### config.mk
export PLATFORM = sky130hd
export DESIGN_NAME = btc_unit
export DESIGN_NICKNAME = d
export VERILOG_FILES = /design/src/core/btc_pkg.sv /design/src/core/btc_unit.sv
export SDC_FILE = /design/constraint.sdc
export NUM_CORES = 1
export LEC_CHECK = 0
export ABC_AREA = 1
export BUFFER_PORTS_ARGS = -buffer_cell sky130_fd_sc_hd__buf_2
export CAP_MARGIN = 20
export CORE_UTILIZATION = 45
export CTS_CLUSTER_SIZE = 20
export DETAILED_ROUTE_END_ITERATION = 6
export GPL_TIMING_DRIVEN = 0
export PLACE_DENSITY = 0.7
export SETUP_SLACK_MARGIN = 0.2
export SYNTH_ARGS = -nofsm -noshare
export SYNTH_HDL_FRONTEND = slang
export SYNTH_SLANG_ARGS = --single-unit
### constraint.sdc
create_clock -name clk_i -period 6.95 [get_ports clk_i]
set_clock_uncertainty 0.05 [all_clocks]
set_input_delay 0.695 -clock clk_i [delete_from_list [all_inputs] [get_ports clk_i]]
set_output_delay 0.695 -clock clk_i [all_outputs]
set_load 0.01 [all_outputs]
### src/core/btc_pkg.sv
// Package with register map, field layouts and operation codes of the bit/signed_bound_op/compare unit.
package btc_pkg;

   // ----------------------------------------------------------------
   // Register byte addresses
   // ----------------------------------------------------------------
   localparam logic [7:0] ADDR_CMD = 8'h00;
   localparam logic [7:0] ADDR_DEST = 8'h04;
   localparam logic [7:0] ADDR_SRC = 8'h08;
   localparam logic [7:0] ADDR_LIMIT = 8'h0c;
   localparam logic [7:0] ADDR_BITNUM = 8'h10;
   localparam logic [7:0] ADDR_BASE = 8'h14;
   localparam logic [7:0] ADDR_FLAGS = 8'h18;
   localparam logic [7:0] ADDR_RESULT = 8'h1c;
   localparam logic [7:0] ADDR_STATUS = 8'h20;
   localparam logic [7:0] ADDR_BITADDR = 8'h24;

   // ----------------------------------------------------------------
   // Flag register bit positions and reset values
   // ----------------------------------------------------------------
   localparam int FLG_C = 0;
   localparam int FLG_D = 1;
   localparam int FLG_Z = 2;
   localparam int FLG_S = 3;
   localparam int FLG_B = 4;
   localparam int FLG_O = 5;
   localparam int FLG_I = 6;
   localparam int FLG_U = 7;
   localparam logic [31:0] FLAGS_RST = 32'h0000_0000;
   localparam logic [31:0] WORD_RST = 32'h0000_0000;
   localparam logic [31:0] FLAGS_USED = 32'h0000_00ff;

   // ----------------------------------------------------------------
   // Status register bit positions and operand widths
   // ----------------------------------------------------------------
   localparam int ST_WB = 0;
   localparam int ST_DONE = 1;
   localparam int ST_ILLEGAL = 2;
   localparam int SHORT_BASE_W = 19;
   localparam int LONG_BASE_W = 27;
   localparam logic [31:0] AREG_MASK = 32'h00ff_ffff;
   localparam logic [1:0] RESP_OKAY = 2'h0;
   localparam logic [1:0] RESP_SLVERR = 2'h2;

   // ----------------------------------------------------------------
   // Operation, size and operand encodings
   // ----------------------------------------------------------------
   typedef enum logic [2:0] {
      OP_BIT_TEST = 3'h0,
      OP_BIT_TEST_CLEAR = 3'h1,
      OP_BIT_XOR_CARRY = 3'h2,
      OP_BIT_TEST_SET = 3'h3,
      OP_SIGNED_BOUND = 3'h6,
      OP_COMPARE = 3'h7
   } btc_op_e;

   typedef enum logic [1:0] {
      SZ_BYTE = 2'h0,
      SZ_WORD = 2'h1,
      SZ_LONG = 2'h2
   } btc_size_e;

   typedef enum logic [1:0] {
      BK_DATA_HALF = 2'h0,
      BK_ADDR_REG = 2'h1,
      BK_MEMORY = 2'h2
   } btc_bitk_e;

   typedef struct packed {
      logic [18:0] rsvd;
      logic indirect;
      logic src_imm;
      logic short_fmt;
      logic quick_fmt;
      logic src_areg;
      logic dest_areg;
      btc_bitk_e bitk;
      btc_size_e size;
      btc_op_e op;
   } btc_cmd_s;

endpackage : btc_pkg

### src/core/btc_unit.sv
// Bit test, bit exclusive-OR, signed signed_bound_op and compare datapath behind an AXI4-Lite slave.

// Summary of operation
// - Bit test: Z gets inverted bit, C bit.
// - Test-and-clear sets flags, then writes 0.
// - Test-and-set sets flags, then writes 1.
// - Address register bit operand: low 8 bits only.
// - Bit xor: C becomes C xor bit.
// - Signed_bound_op bounds dest signed, flags unchanged.
// - Word signed_bound_op to address register zeroes top 8.
// - Compare subtracts, sets flags, writes nothing.
// - Byte compare, address dest: 16-bit zero-extended source.
// - Long compare zero-extends address registers to 32.
// - Overflow set on signed range overflow.
// - Sign flag equals difference MSB.
// - Zero flag set when difference is zero.
// - Carry set when no borrow.
// - Indirect operands allowed except immediates.
module btc_unit (
   input wire logic clk_i,
   input wire logic rst_b_i,
   input wire logic [7:0] s_axi_awaddr_i,
   input wire logic s_axi_awvalid_i,
   output logic s_axi_awready_o,
   input wire logic [31:0] s_axi_wdata_i,
   input wire logic [3:0] s_axi_wstrb_i,
   input wire logic s_axi_wvalid_i,
   output logic s_axi_wready_o,
   output logic [1:0] s_axi_bresp_o,
   output logic s_axi_bvalid_o,
   input wire logic s_axi_bready_i,
   input wire logic [7:0] s_axi_araddr_i,
   input wire logic s_axi_arvalid_i,
   output logic s_axi_arready_o,
   output logic [31:0] s_axi_rdata_o,
   output logic [1:0] s_axi_rresp_o,
   output logic s_axi_rvalid_o,
   input wire logic s_axi_rready_i,
   output logic [31:0] flags_o,
   output logic [31:0] result_o,
   output logic wb_valid_o
);
   import btc_pkg::*;

   // ----------------------------------------------------------------
   // Helper functions
   // ----------------------------------------------------------------
   function automatic logic [31:0] apply_strb(input logic [31:0] old_v,
                                              input logic [31:0] new_v,
                                              input logic [3:0] strb);
      logic [31:0] r;
      r = old_v;
      for (int i = 0; i < 4; i++) begin
         if (strb[i]) begin
            r[i*8 +: 8] = new_v[i*8 +: 8];
         end
      end
      return r;
   endfunction : apply_strb

   function automatic logic [4:0] size_msb(input btc_size_e sz, input logic dest_areg);
      case (sz)
         SZ_BYTE: size_msb = dest_areg ? 5'd15 : 5'd7;
         SZ_WORD: size_msb = 5'd15;
         default: size_msb = 5'd31;
      endcase
   endfunction : size_msb

   function automatic logic signed [31:0] sext(input logic [31:0] v, input btc_size_e sz);
      sext = (sz == SZ_BYTE) ? {{24{v[7]}}, v[7:0]} : {{16{v[15]}}, v[15:0]};
   endfunction : sext

   // ----------------------------------------------------------------
   // Register file and bus state
   // ----------------------------------------------------------------
   btc_cmd_s cmd_reg;
   logic [31:0] dest_reg, src_reg, limit_reg, bitnum_reg, base_reg;
   logic [31:0] flags_reg, result_reg, bit_addr_reg;
   logic wb_valid_reg, done_reg, illegal_reg, exec_reg;
   logic aw_held_reg, w_held_reg, awready_reg, wready_reg, bvalid_reg;
   logic arready_reg, rvalid_reg;
   logic [7:0] aw_addr_reg;
   logic [31:0] w_data_reg, rdata_reg;
   logic [3:0] w_strb_reg;
   logic [1:0] bresp_reg, rresp_reg;
   logic do_write;

   assign s_axi_awready_o = awready_reg;
   assign s_axi_wready_o = wready_reg;
   assign s_axi_bvalid_o = bvalid_reg;
   assign s_axi_bresp_o = bresp_reg;
   assign s_axi_arready_o = arready_reg;
   assign s_axi_rvalid_o = rvalid_reg;
   assign s_axi_rdata_o = rdata_reg;
   assign s_axi_rresp_o = rresp_reg;
   assign flags_o = flags_reg;
   assign result_o = result_reg;
   assign wb_valid_o = wb_valid_reg;
   assign do_write = aw_held_reg && w_held_reg && !bvalid_reg;

   // ----------------------------------------------------------------
   // AXI4-Lite write channel
   // ----------------------------------------------------------------
   // Address and data are caught independently, so either may come first.
   always_ff @(posedge clk_i) begin
      if (!rst_b_i) begin
         aw_held_reg <= 1'b0;
         w_held_reg <= 1'b0;
         awready_reg <= 1'b1;
         wready_reg <= 1'b1;
         bvalid_reg <= 1'b0;
         bresp_reg <= RESP_OKAY;
         aw_addr_reg <= 8'h00;
         w_data_reg <= WORD_RST;
         w_strb_reg <= 4'h0;
      end else begin
         if (s_axi_awvalid_i && awready_reg) begin
            aw_addr_reg <= s_axi_awaddr_i;
            aw_held_reg <= 1'b1;
            awready_reg <= 1'b0;
         end
         if (s_axi_wvalid_i && wready_reg) begin
            w_data_reg <= s_axi_wdata_i;
            w_strb_reg <= s_axi_wstrb_i;
            w_held_reg <= 1'b1;
            wready_reg <= 1'b0;
         end
         if (do_write) begin
            aw_held_reg <= 1'b0;
            w_held_reg <= 1'b0;
            bvalid_reg <= 1'b1;
            case (aw_addr_reg)
               ADDR_CMD, ADDR_DEST, ADDR_SRC, ADDR_LIMIT,
               ADDR_BITNUM, ADDR_BASE, ADDR_FLAGS: bresp_reg <= RESP_OKAY;
               default: bresp_reg <= RESP_SLVERR;
            endcase
         end
         if (bvalid_reg && s_axi_bready_i) begin
            bvalid_reg <= 1'b0;
            awready_reg <= 1'b1;
            wready_reg <= 1'b1;
         end
      end
   end

   always_ff @(posedge clk_i) begin
      if (!rst_b_i) begin
         cmd_reg <= btc_cmd_s'(WORD_RST);
         dest_reg <= WORD_RST;
         src_reg <= WORD_RST;
         limit_reg <= WORD_RST;
         bitnum_reg <= WORD_RST;
         base_reg <= WORD_RST;
         exec_reg <= 1'b0;
      end else begin
         exec_reg <= do_write && (aw_addr_reg == ADDR_CMD);
         if (do_write) begin
            case (aw_addr_reg)
               ADDR_CMD: cmd_reg <= btc_cmd_s'(apply_strb(cmd_reg, w_data_reg, w_strb_reg));
               ADDR_DEST: dest_reg <= apply_strb(dest_reg, w_data_reg, w_strb_reg);
               ADDR_SRC: src_reg <= apply_strb(src_reg, w_data_reg, w_strb_reg);
               ADDR_LIMIT: limit_reg <= apply_strb(limit_reg, w_data_reg, w_strb_reg);
               ADDR_BITNUM: bitnum_reg <= apply_strb(bitnum_reg, w_data_reg, w_strb_reg);
               ADDR_BASE: base_reg <= apply_strb(base_reg, w_data_reg, w_strb_reg);
               default: ;
            endcase
         end
      end
   end

   // ----------------------------------------------------------------
   // AXI4-Lite read channel
   // ----------------------------------------------------------------
   always_ff @(posedge clk_i) begin
      if (!rst_b_i) begin
         arready_reg <= 1'b1;
         rvalid_reg <= 1'b0;
         rdata_reg <= WORD_RST;
         rresp_reg <= RESP_OKAY;
      end else begin
         if (s_axi_arvalid_i && arready_reg) begin
            arready_reg <= 1'b0;
            rvalid_reg <= 1'b1;
            rresp_reg <= RESP_OKAY;
            case (s_axi_araddr_i)
               ADDR_CMD: rdata_reg <= cmd_reg;
               ADDR_DEST: rdata_reg <= dest_reg;
               ADDR_SRC: rdata_reg <= src_reg;
               ADDR_LIMIT: rdata_reg <= limit_reg;
               ADDR_BITNUM: rdata_reg <= bitnum_reg;
               ADDR_BASE: rdata_reg <= base_reg;
               ADDR_FLAGS: rdata_reg <= flags_reg;
               ADDR_RESULT: rdata_reg <= result_reg;
               ADDR_STATUS: rdata_reg <= {29'h0, illegal_reg, done_reg, wb_valid_reg};
               ADDR_BITADDR: rdata_reg <= bit_addr_reg;
               default: begin
                  rdata_reg <= WORD_RST;
                  rresp_reg <= RESP_SLVERR;
               end
            endcase
         end
         if (rvalid_reg && s_axi_rready_i) begin
            rvalid_reg <= 1'b0;
            arready_reg <= 1'b1;
         end
      end
   end

   // ----------------------------------------------------------------
   // Bit operand selection
   // ----------------------------------------------------------------
   // All bit operands arrive as one byte in the destination word; an address
   // register therefore never exposes more than its low byte.
   logic [2:0] bit_idx;
   logic sel_bit;
   logic [26:0] base_eff;
   logic [26:0] bit_addr_next;
   assign bit_idx = bitnum_reg[2:0];
   assign sel_bit = dest_reg[bit_idx];
   assign base_eff = cmd_reg.short_fmt ? {8'h00, base_reg[SHORT_BASE_W-1:0]}
                                       : base_reg[LONG_BASE_W-1:0];
   assign bit_addr_next = base_eff + {3'b000, bitnum_reg[26:3]};

   // ----------------------------------------------------------------
   // Compare arithmetic
   // ----------------------------------------------------------------
   logic [4:0] cmp_msb;
   logic [31:0] cmp_mask, cmp_a, cmp_b, cmp_b_raw, cmp_diff;
   logic [32:0] cmp_sub;
   logic cmp_c, cmp_z, cmp_s, cmp_o;

   always_comb begin
      cmp_msb = size_msb(cmd_reg.size, cmd_reg.dest_areg);
      cmp_mask = 32'hffff_ffff >> (5'd31 - cmp_msb);
      cmp_b_raw = cmd_reg.quick_fmt ? {{28{src_reg[3]}}, src_reg[3:0]} : src_reg;
      if (cmd_reg.size == SZ_BYTE) begin
         cmp_b = {24'h0, cmp_b_raw[7:0]};
      end else if (cmd_reg.size == SZ_LONG && cmd_reg.src_areg) begin
         cmp_b = cmp_b_raw & AREG_MASK;
      end else begin
         cmp_b = cmp_b_raw & cmp_mask;
      end
      if (cmd_reg.size == SZ_LONG && cmd_reg.dest_areg) begin
         cmp_a = dest_reg & AREG_MASK;
      end else begin
         cmp_a = dest_reg & cmp_mask;
      end
      cmp_sub = {1'b0, cmp_a} - {1'b0, cmp_b};
      cmp_diff = cmp_sub[31:0] & cmp_mask;
      cmp_c = !cmp_sub[32];
      cmp_z = (cmp_diff == 32'h0);
      cmp_s = cmp_diff[cmp_msb];
      cmp_o = (cmp_a[cmp_msb] ^ cmp_b[cmp_msb]) & (cmp_a[cmp_msb] ^ cmp_diff[cmp_msb]);
   end

   // ----------------------------------------------------------------
   // Signed_bound_op arithmetic
   // ----------------------------------------------------------------
   logic signed [31:0] signed_bound_op_d, signed_bound_op_lo, signed_bound_op_hi, signed_bound_op_t1, signed_bound_op_t2;
   logic [31:0] signed_bound_op_res;

   always_comb begin
      signed_bound_op_d = sext(dest_reg, cmd_reg.size);
      signed_bound_op_lo = sext(src_reg, cmd_reg.size);
      signed_bound_op_hi = sext(limit_reg, cmd_reg.size);
      signed_bound_op_t1 = (signed_bound_op_lo > signed_bound_op_d) ? signed_bound_op_lo : signed_bound_op_d;
      signed_bound_op_t2 = (signed_bound_op_hi < signed_bound_op_t1) ? signed_bound_op_hi : signed_bound_op_t1;
      if (cmd_reg.size == SZ_BYTE) begin
         signed_bound_op_res = {dest_reg[31:8], signed_bound_op_t2[7:0]};
      end else if (cmd_reg.dest_areg) begin
         signed_bound_op_res = {16'h0, signed_bound_op_t2[15:0]};
      end else begin
         signed_bound_op_res = {dest_reg[31:16], signed_bound_op_t2[15:0]};
      end
   end

   // ----------------------------------------------------------------
   // Execution and result registers
   // ----------------------------------------------------------------
   // Illegal combinations are still executed; the status bit only warns software.
   logic illegal_next;
   assign illegal_next = (cmd_reg.op == OP_COMPARE && cmd_reg.size == SZ_BYTE &&
                          cmd_reg.src_areg && cmd_reg.dest_areg) ||
                         (cmd_reg.op == OP_SIGNED_BOUND && !(signed_bound_op_lo < signed_bound_op_hi)) ||
                         (cmd_reg.indirect && cmd_reg.src_imm);

   always_ff @(posedge clk_i) begin
      if (!rst_b_i) begin
         flags_reg <= FLAGS_RST;
         result_reg <= WORD_RST;
         wb_valid_reg <= 1'b0;
         done_reg <= 1'b0;
         illegal_reg <= 1'b0;
         bit_addr_reg <= WORD_RST;
      end else if (exec_reg) begin
         done_reg <= 1'b1;
         illegal_reg <= illegal_next;
         bit_addr_reg <= (cmd_reg.bitk == BK_MEMORY) ? {5'h00, bit_addr_next} : WORD_RST;
         result_reg <= dest_reg;
         wb_valid_reg <= 1'b0;
         case (cmd_reg.op)
            OP_BIT_TEST, OP_BIT_TEST_CLEAR, OP_BIT_TEST_SET: begin
               flags_reg[FLG_Z] <= !sel_bit;
               flags_reg[FLG_C] <= sel_bit;
               if (cmd_reg.op != OP_BIT_TEST) begin
                  result_reg[bit_idx] <= (cmd_reg.op == OP_BIT_TEST_SET);
                  wb_valid_reg <= 1'b1;
               end
            end
            OP_BIT_XOR_CARRY: begin
               flags_reg[FLG_C] <= flags_reg[FLG_C] ^ sel_bit;
            end
            OP_SIGNED_BOUND: begin
               result_reg <= signed_bound_op_res;
               wb_valid_reg <= (signed_bound_op_t2 != signed_bound_op_d) || (cmd_reg.size == SZ_WORD &&
                               cmd_reg.dest_areg && dest_reg[31:16] != 16'h0);
            end
            OP_COMPARE: begin
               flags_reg[FLG_O] <= cmp_o;
               flags_reg[FLG_S] <= cmp_s;
               flags_reg[FLG_Z] <= cmp_z;
               flags_reg[FLG_C] <= cmp_c;
            end
            default: ;
         endcase
      end else if (do_write && aw_addr_reg == ADDR_FLAGS) begin
         flags_reg <= apply_strb(flags_reg, w_data_reg, w_strb_reg) & FLAGS_USED;
      end
   end

   // ----------------------------------------------------------------
   // Assertions
   // ----------------------------------------------------------------
   bit_test_flags_a: assert property (@(posedge clk_i) disable iff (!rst_b_i)
      exec_reg && (cmd_reg.op == OP_BIT_TEST) |=>
      flags_reg[FLG_C] == $past(sel_bit) && flags_reg[FLG_Z] == !$past(sel_bit))
      else $error("bit test flags wrong");

   bit_other_flags_a: assert property (@(posedge clk_i) disable iff (!rst_b_i)
      exec_reg && cmd_reg.op != OP_COMPARE |=>
      flags_reg[FLG_O] == $past(flags_reg[FLG_O]) && flags_reg[FLG_S] == $past(flags_reg[FLG_S]))
      else $error("untouched flag changed");

   test_clear_a: assert property (@(posedge clk_i) disable iff (!rst_b_i)
      exec_reg && (cmd_reg.op == OP_BIT_TEST_CLEAR) |=>
      !result_reg[$past(bit_idx)] && wb_valid_reg && flags_reg[FLG_C] == $past(sel_bit))
      else $error("test and clear wrong");

   test_set_a: assert property (@(posedge clk_i) disable iff (!rst_b_i)
      exec_reg && (cmd_reg.op == OP_BIT_TEST_SET) |=>
      result_reg[$past(bit_idx)] && wb_valid_reg && flags_reg[FLG_Z] == !$past(sel_bit))
      else $error("test and set wrong");

   areg_low_byte_a: assert property (@(posedge clk_i) disable iff (!rst_b_i)
      exec_reg && cmd_reg.bitk == BK_ADDR_REG && cmd_reg.op == OP_BIT_TEST_SET |=>
      result_reg[31:8] == $past(dest_reg[31:8]))
      else $error("bit op touched high address bits");

   xor_carry_a: assert property (@(posedge clk_i) disable iff (!rst_b_i)
      exec_reg && (cmd_reg.op == OP_BIT_XOR_CARRY) |=>
      flags_reg[FLG_C] == ($past(flags_reg[FLG_C]) ^ $past(sel_bit)) &&
      flags_reg[FLG_Z] == $past(flags_reg[FLG_Z]))
      else $error("xor carry wrong");

   signed_bound_op_flags_a: assert property (@(posedge clk_i) disable iff (!rst_b_i)
      exec_reg && (cmd_reg.op == OP_SIGNED_BOUND) |=> $stable(flags_reg))
      else $error("signed_bound_op altered flags");

   signed_bound_op_areg_a: assert property (@(posedge clk_i) disable iff (!rst_b_i)
      exec_reg && cmd_reg.op == OP_SIGNED_BOUND && cmd_reg.size == SZ_WORD &&
      cmd_reg.dest_areg |=> !wb_valid_reg || result_reg[23:16] == 8'h00)
      else $error("signed_bound_op high bits not cleared");

   cmp_no_write_a: assert property (@(posedge clk_i) disable iff (!rst_b_i)
      exec_reg && (cmd_reg.op == OP_COMPARE) |=> !wb_valid_reg ##1 done_reg)
      else $error("compare wrote back");

   cmp_zero_carry_a: assert property (@(posedge clk_i) disable iff (!rst_b_i)
      exec_reg && (cmd_reg.op == OP_COMPARE) |=>
      flags_reg[FLG_Z] == ($past(cmp_a) == $past(cmp_b)) &&
      flags_reg[FLG_C] == ($past(cmp_a) >= $past(cmp_b)))
      else $error("compare zero or carry wrong");

endmodule : btc_unit

Word-level counts from Yosys, hierarchy flattened --
Cells that the tools add are included.
Storage, ports and cells: word-level logic and storage cells 212, bits of input ports 59, register bits 355
Operators by class: $add $sub $neg 3, bitwise operators 9, shift operators 1, mux-type cells 42, order comparisons 6, reduce and logical (&&, ||, !) cells 69, equal/unequal tests 27
Operator list (number):
- $mux W32 | 12
- $pmux W32 S10 | 1
- $and A32 B32 Y32 | 3
- $reduce_and A3 Y1 | 28
- $lt A32 B32 Y1 | 2
- $pmux W32 S2 | 1
- $eq A8 B5 Y1 const B | 7
- $mux W27 | 2
- $sub A32 B32 Y33 | 1
- $bwmux W32 | 1
- $eq A8 B4 Y1 const B | 4
- $gt A32 B32 Y1 | 1
- $logic_not A32 Y1 | 1
- $ne A32 B32 Y1 | 1
- $shr A32 B5 Y32 const A | 1
- $add A27 B24 Y27 | 1
- $logic_and A1 B1 Y1 | 19
- $eq A8 B3 Y1 const B | 2
- $eq A8 B6 Y1 const B | 2
- $logic_not A8 Y1 | 2
- $reduce_bool A16 Y1 | 1
- $bmux W1 S5 | 3
- $mux W6 | 2
- $mux W1 | 10
- 32 further kinds | 49

Logic depth before layout (Yosys ltp) --
word-level depth 15, gate-level depth with buffers 40, mapped depth without buffers 38

Worst setup path before layout --
No wires, ideal clock.
path kind register to register, from register cmd_reg[3] (netlist name), to register wb_valid_reg, in the netlist wb_valid_o, setup time 0.119 ns, required time 6.781 ns, setup slack 2.402 ns, cell stages (with the launch flop) 37, arrival 4.378 ns, clock period less this slack 4.548 ns, cells stage by stage dfxtp_1 -> inv_2 -> nand2_4 -> clkbuf_1 -> a21oi_1 -> ha_1 -> inv_1 -> nand4_1 -> nor2_1 -> nand2_1 -> nor2_1 -> nand3_1 -> nand2_1 -> inv_2 -> nand2_1 -> nand2_1 -> buf_2 -> clkbuf_1 -> o21ai_0 -> inv_1 -> ha_1 -> a21oi_1 -> nor2_1 -> a211oi_1 -> o221a_2 -> nand2_4 -> nand2_4 -> buf_6 -> nand2_1 -> nand3_1 -> nand2_1 -> nor2_1 -> nand2_1 -> nor2_1 -> nand2_1 -> nand2_1 -> a21oi_1
Between the ends: word-level cells in the longest chain between the ends 9
Ends and longest elaborated chain:
- from (decl) | RTL line btc_unit.sv:76 | btc_cmd_s cmd_reg;
- from (signal assigned) | RTL line btc_unit.sv:148 | cmd_reg <= btc_cmd_s'(WORD_RST);
- from (signal assigned) | RTL line btc_unit.sv:159 | ADDR_CMD: cmd_reg <= btc_cmd_s'(apply_strb(cmd_reg, w_data_reg, w_strb_reg));
- $logic_not A2 Y1 | RTL line btc_unit.sv:70 | sext = (sz == SZ_BYTE) ? {{24{v[7]}}, v[7:0]} : {{16{v[15]}}, v[15:0]};
- $mux W32 | RTL line btc_unit.sv:70
- $gt A32 B32 Y1 | RTL line btc_unit.sv:266 | signed_bound_op_t1 = (signed_bound_op_lo > signed_bound_op_d) ? signed_bound_op_lo : signed_bound_op_d;
- $mux W32 | RTL line btc_unit.sv:266
- $lt A32 B32 Y1 | RTL line btc_unit.sv:267 | signed_bound_op_t2 = (signed_bound_op_hi < signed_bound_op_t1) ? signed_bound_op_hi : signed_bound_op_t1;
- $mux W32 | RTL line btc_unit.sv:267
- $ne A32 B32 Y1 | RTL line btc_unit.sv:315 | wb_valid_reg <= (signed_bound_op_t2 != signed_bound_op_d) || (cmd_reg.size == SZ_WORD &&
- $logic_or A1 B1 Y1 (*) | RTL line btc_unit.sv:315
- $pmux W1 S2 (*) | RTL line btc_unit.sv:301 | case (cmd_reg.op)
- to (signal assigned) | RTL line btc_unit.sv:315
- to (decl) | RTL line btc_unit.sv:79 | logic wb_valid_reg, done_reg, illegal_reg, exec_reg;
Mark *: on every way between the ends. The rest lies on a longest branch, timed or not. A chain may end at the register's enable or synchronous reset.

Worst setup path in the final report --
Same ends and word-level chain as after synthesis.

==> results by group <==
Worst setup path
  • Crit path kind: register to register
  • WP data required: 7.32 ns
  • CP startpoint: cmd_reg[3]
  • Slowest stage delay, CP: 0.55 ns
  • Setup crit end: wb_valid_o
  • CP max FO: 10
  • R2r setup slk: about 0.67 ns
  • Worst setup EP type: register
  • Worst path slowest cell: dfxtp_1
  • R2R Path End: wb_valid_o
  • Most frequent CP cell: nand2_1
  • CP startpoint kind: register
  • Worst path arrival time: 6.66 ns
  • RR Startpoint: cmd_reg[3]
  • Worst r2r path cells: 35

Global route
  • GRT Util Overall: about two fifths
  • Initial antenna violation count: 2
  • Pin count of the biggest net entering global routing: 14
  • Vias in the first global route: between 15,000 and 20,000
  • Global-route wire length before repair: 124 mm
  • Global route overflow: 0

Detailed routing
  • Final WL: 85.3 mm
  • DRT antenna net count: 0
  • DR pass1 iterations: 7
  • Vias per cell: about 6
  • Remaining DRCs: 1
  • Wire per inst: 23.6 um
  • 1st-iter DRT viols: 2,422
  • Via count: 21,421

Logic synthesis
  • Post-synthesis cell area: 19,500 sq um
  • Distinct cells, synth: 50
  • Synth Warn #: 0
  • Sequential-to-total area share from yosys stat: 35.8%
  • Post-synth EDFFs: 0
  • Mapped Cells: 2,815
  • Synth Register Bits: 348
  • Async S/R FF share, synth: 0%
  • Mapped Avg Cell Area: roughly 6.9 sq um
  • Synth Flop Type: dfxtp_1

STA
  • Final setup fails: 0
  • Post-layout min period: 6.28 ns
  • Fin. max-slew vios: 0
  • Final hold violation count: 0
  • Worst setup margin: 0.669 ns
  • Setup tns final: 0 ns
  • RSZ-0062 raised after global routing: no
  • Tcrit/Tclk final: 90.4%
  • Max-slew headroom: 14.9%
  • Tightest Pin Transition: 1.27 ns
  • Fmax: between 0.15 and 0.2 GHz

Outcome
  • Outcome: complete, but fails checks
  • Failing checks: DRC

Place
  • PortBufs: approximately 140
  • Worst slack, placed: 0.875 ns
  • Hpwl dp: 68.1 mm
  • RePlAce Congestion: 1.02

Finish
  • # fillers: 4,307
  • Share of layout cells above drive strength 1: 8.06%
  • Final nets: 3,177
  • Final core occ: 52.6%
  • Area delta synth->final: 14.3%

Power
  • Peak VDD IR: approximately 0.21 mV
  • Leakage: 9.10 nW
  • Power per Cell Area: 208 nW/um^2
  • Combinational share of power: 8.9%
  • Switching Share: 26.1%
  • Sequential share of power: 45.0%
  • Cell-internal power: 3.42 mW
  • Sw Pwr: roughly 1.2 mW
  • Clock share of power: between 40% and 50%

Floorplanning
  • Core area: 42,300 sq um
  • Row count: 75
  • Starting Density: 46.0%
  • Die ar.: 44,100 sq um
  • Chip height: 210 um
  • Ports: 165
  • Die Width: 210 um

Clock tree
  • Later-pin clock latency in the skew report: 0.55 ns
  • CTS Buf Count: 38
  • TritonCTS clock tree: yes
  • CTS root buffer: clkbuf_16
  • H-Tree Depth: 2
  • Worst-path clk slew: 0.06 ns
  • Clock sink count: 348
  • CTS resizes: 0
  • CTS Buffer Depth: 3
  • Hold_buf cts: 0
  • Post-CTS setup buffer count: 0

Worst hold path
  • Hold Path Class: primary input to register
  • Hold_sp: s_axi_rready_i

Job
  • Max cap viols: 0
per-stage QoR:
stage | instance area, sq um | hold WS, ns | total power [mW] | std cells
after global placement | 21000 | 0.387 | 2.52 | 3554
after detailed placement | 21000 | 0.392 | 2.53 | 3554
after floorplan | 19600 | 0.375 | 2.35 | 2840
after global routing | 22200 | 0.364 | 4.74 | 3618
final | 22200 | 0.336 | 4.63 | 3619
after CTS | 22200 | 0.327 | 4.62 | 3618
cells in the final DEF, fill, tap and decap left out, drive strengths merged, types with 2 or more instances in the layout:
master	instances
a21oi	397
o21ai	388
nand2	380
inv	358
dfxtp	348
nor2	281
buf	173
clkbuf	173
nand3	111
ha	100
o22ai	64
conb	26
a221oi	25
a211oi	20
nor3	20
o41ai	19
nand4	18
xor2	17
o211ai	13
xnor2	13
nor4	13
o2111ai	10
a22o	8
o21bai	7
a41oi	7
a31oi	7
clkinv	7
o21a	6
o221ai	5
bufinv	5
a21boi	5
or2	4
nand3b	2
a21o	2
o31ai	2
a32o	2
cells in the mapped netlist (8+ instances only):
cell type  instances  area, sq um
xnor2_1           13          114
a221oi_1          25          219
nand2_1          375         1410
dfxtp_1          348         6970
nor4_1            13         81.3
inv_2              8         30.0
xor2_1            17          149
a21oi_1          397         1990
a211oi_1          20          150
o41ai_1           19          166
o22ai_1           64          400
nand3_1          111          556
o21ai_0          383         1920
clkbuf_1         118          443
nor2_1           278         1040
inv_1            348         1310
a22o_1             8         70.1
ha_1             100         1250
nand4_1           18          113
buf_4             26          195
o211ai_1          13         97.6
nor3_1            20          100
o2111ai_1         10         87.6
final cells by class:
type                            count  area [sq um]  share of cell area [%]
Inverter                          361          1360                    6.09
Clock buffer                       55          1100                    4.93
Multi-Input combinational cell   1977         10500                    47.4
Clock inverter                      9           180                   0.810
Antenna cell                        1          2.50                  0.0112
Timing Repair Buffer              137           686                    3.08
Buffer                            154           696                    3.13
Sequential cell                   348          6970                    31.3
Tap cell                          577           722                    3.25
critical path: cells and delay by family, from the launching register on:
family | cells | cell delay [ns]
DFF | 1 | 0.55
AOI/OAI and AO/OA | 6 | 1.06
buffers and inverters | 8 | 1.56
adders and majority gates | 2 | 0.67
and+or+nand+nor | 19 | 2.28
worst min-delay path by stage:
stage / endpoint / slack, ns / cells past startpoint
final: s_axi_arready_o / 0.34 / 3
after detailed placement: limit_reg[22] / 0.39 / 2
after global routing: w_data_reg[9] / 0.36 / 3
after floorplan: bitnum_reg[28] / 0.37 / 2
after global placement: limit_reg[22] / 0.39 / 2
after CTS: s_axi_arready_o / 0.33 / 3
power groups by stage:
stage | sequential (mW) | clock [mW] | combinational, mW
after CTS | 2.08 | 2.13 | 0.403
final | 2.09 | 2.14 | 0.411
after global placement | 2.12 | 0 | 0.399
after global routing | 2.08 | 2.21 | 0.447
after floorplan | 2.09 | 0 | 0.254
after detailed placement | 2.12 | 0 | 0.402
layer usage:
| metal | part of all wire, % | track usage (%) | up-vias |
|---|---|---|---|
| met5 | 0 | 0 | - |
| met1 | 43 | 52.7 | 10059 |
| li1 | - | - | 9976 |
| met3 | 9.3 | 5.63 | 212 |
| met4 | 4.7 | 16.4 | 0 |
| met2 | 43 | 58.7 | 1174 |
kinds of logic (layout without fill, tap and decap cells):
kind of cell	count (synthesis)	after routing	synth area share, %
compound gates	990	990	28.2
fa+ha+maj	101	101	6.53
other cells	1	27	0.0193
flops	348	348	35.8
simple gates	830	830	17.6
buf+inv	515	716	10.5
xor+xnor	30	30	1.35
Power figures use the tool's default switching activity.
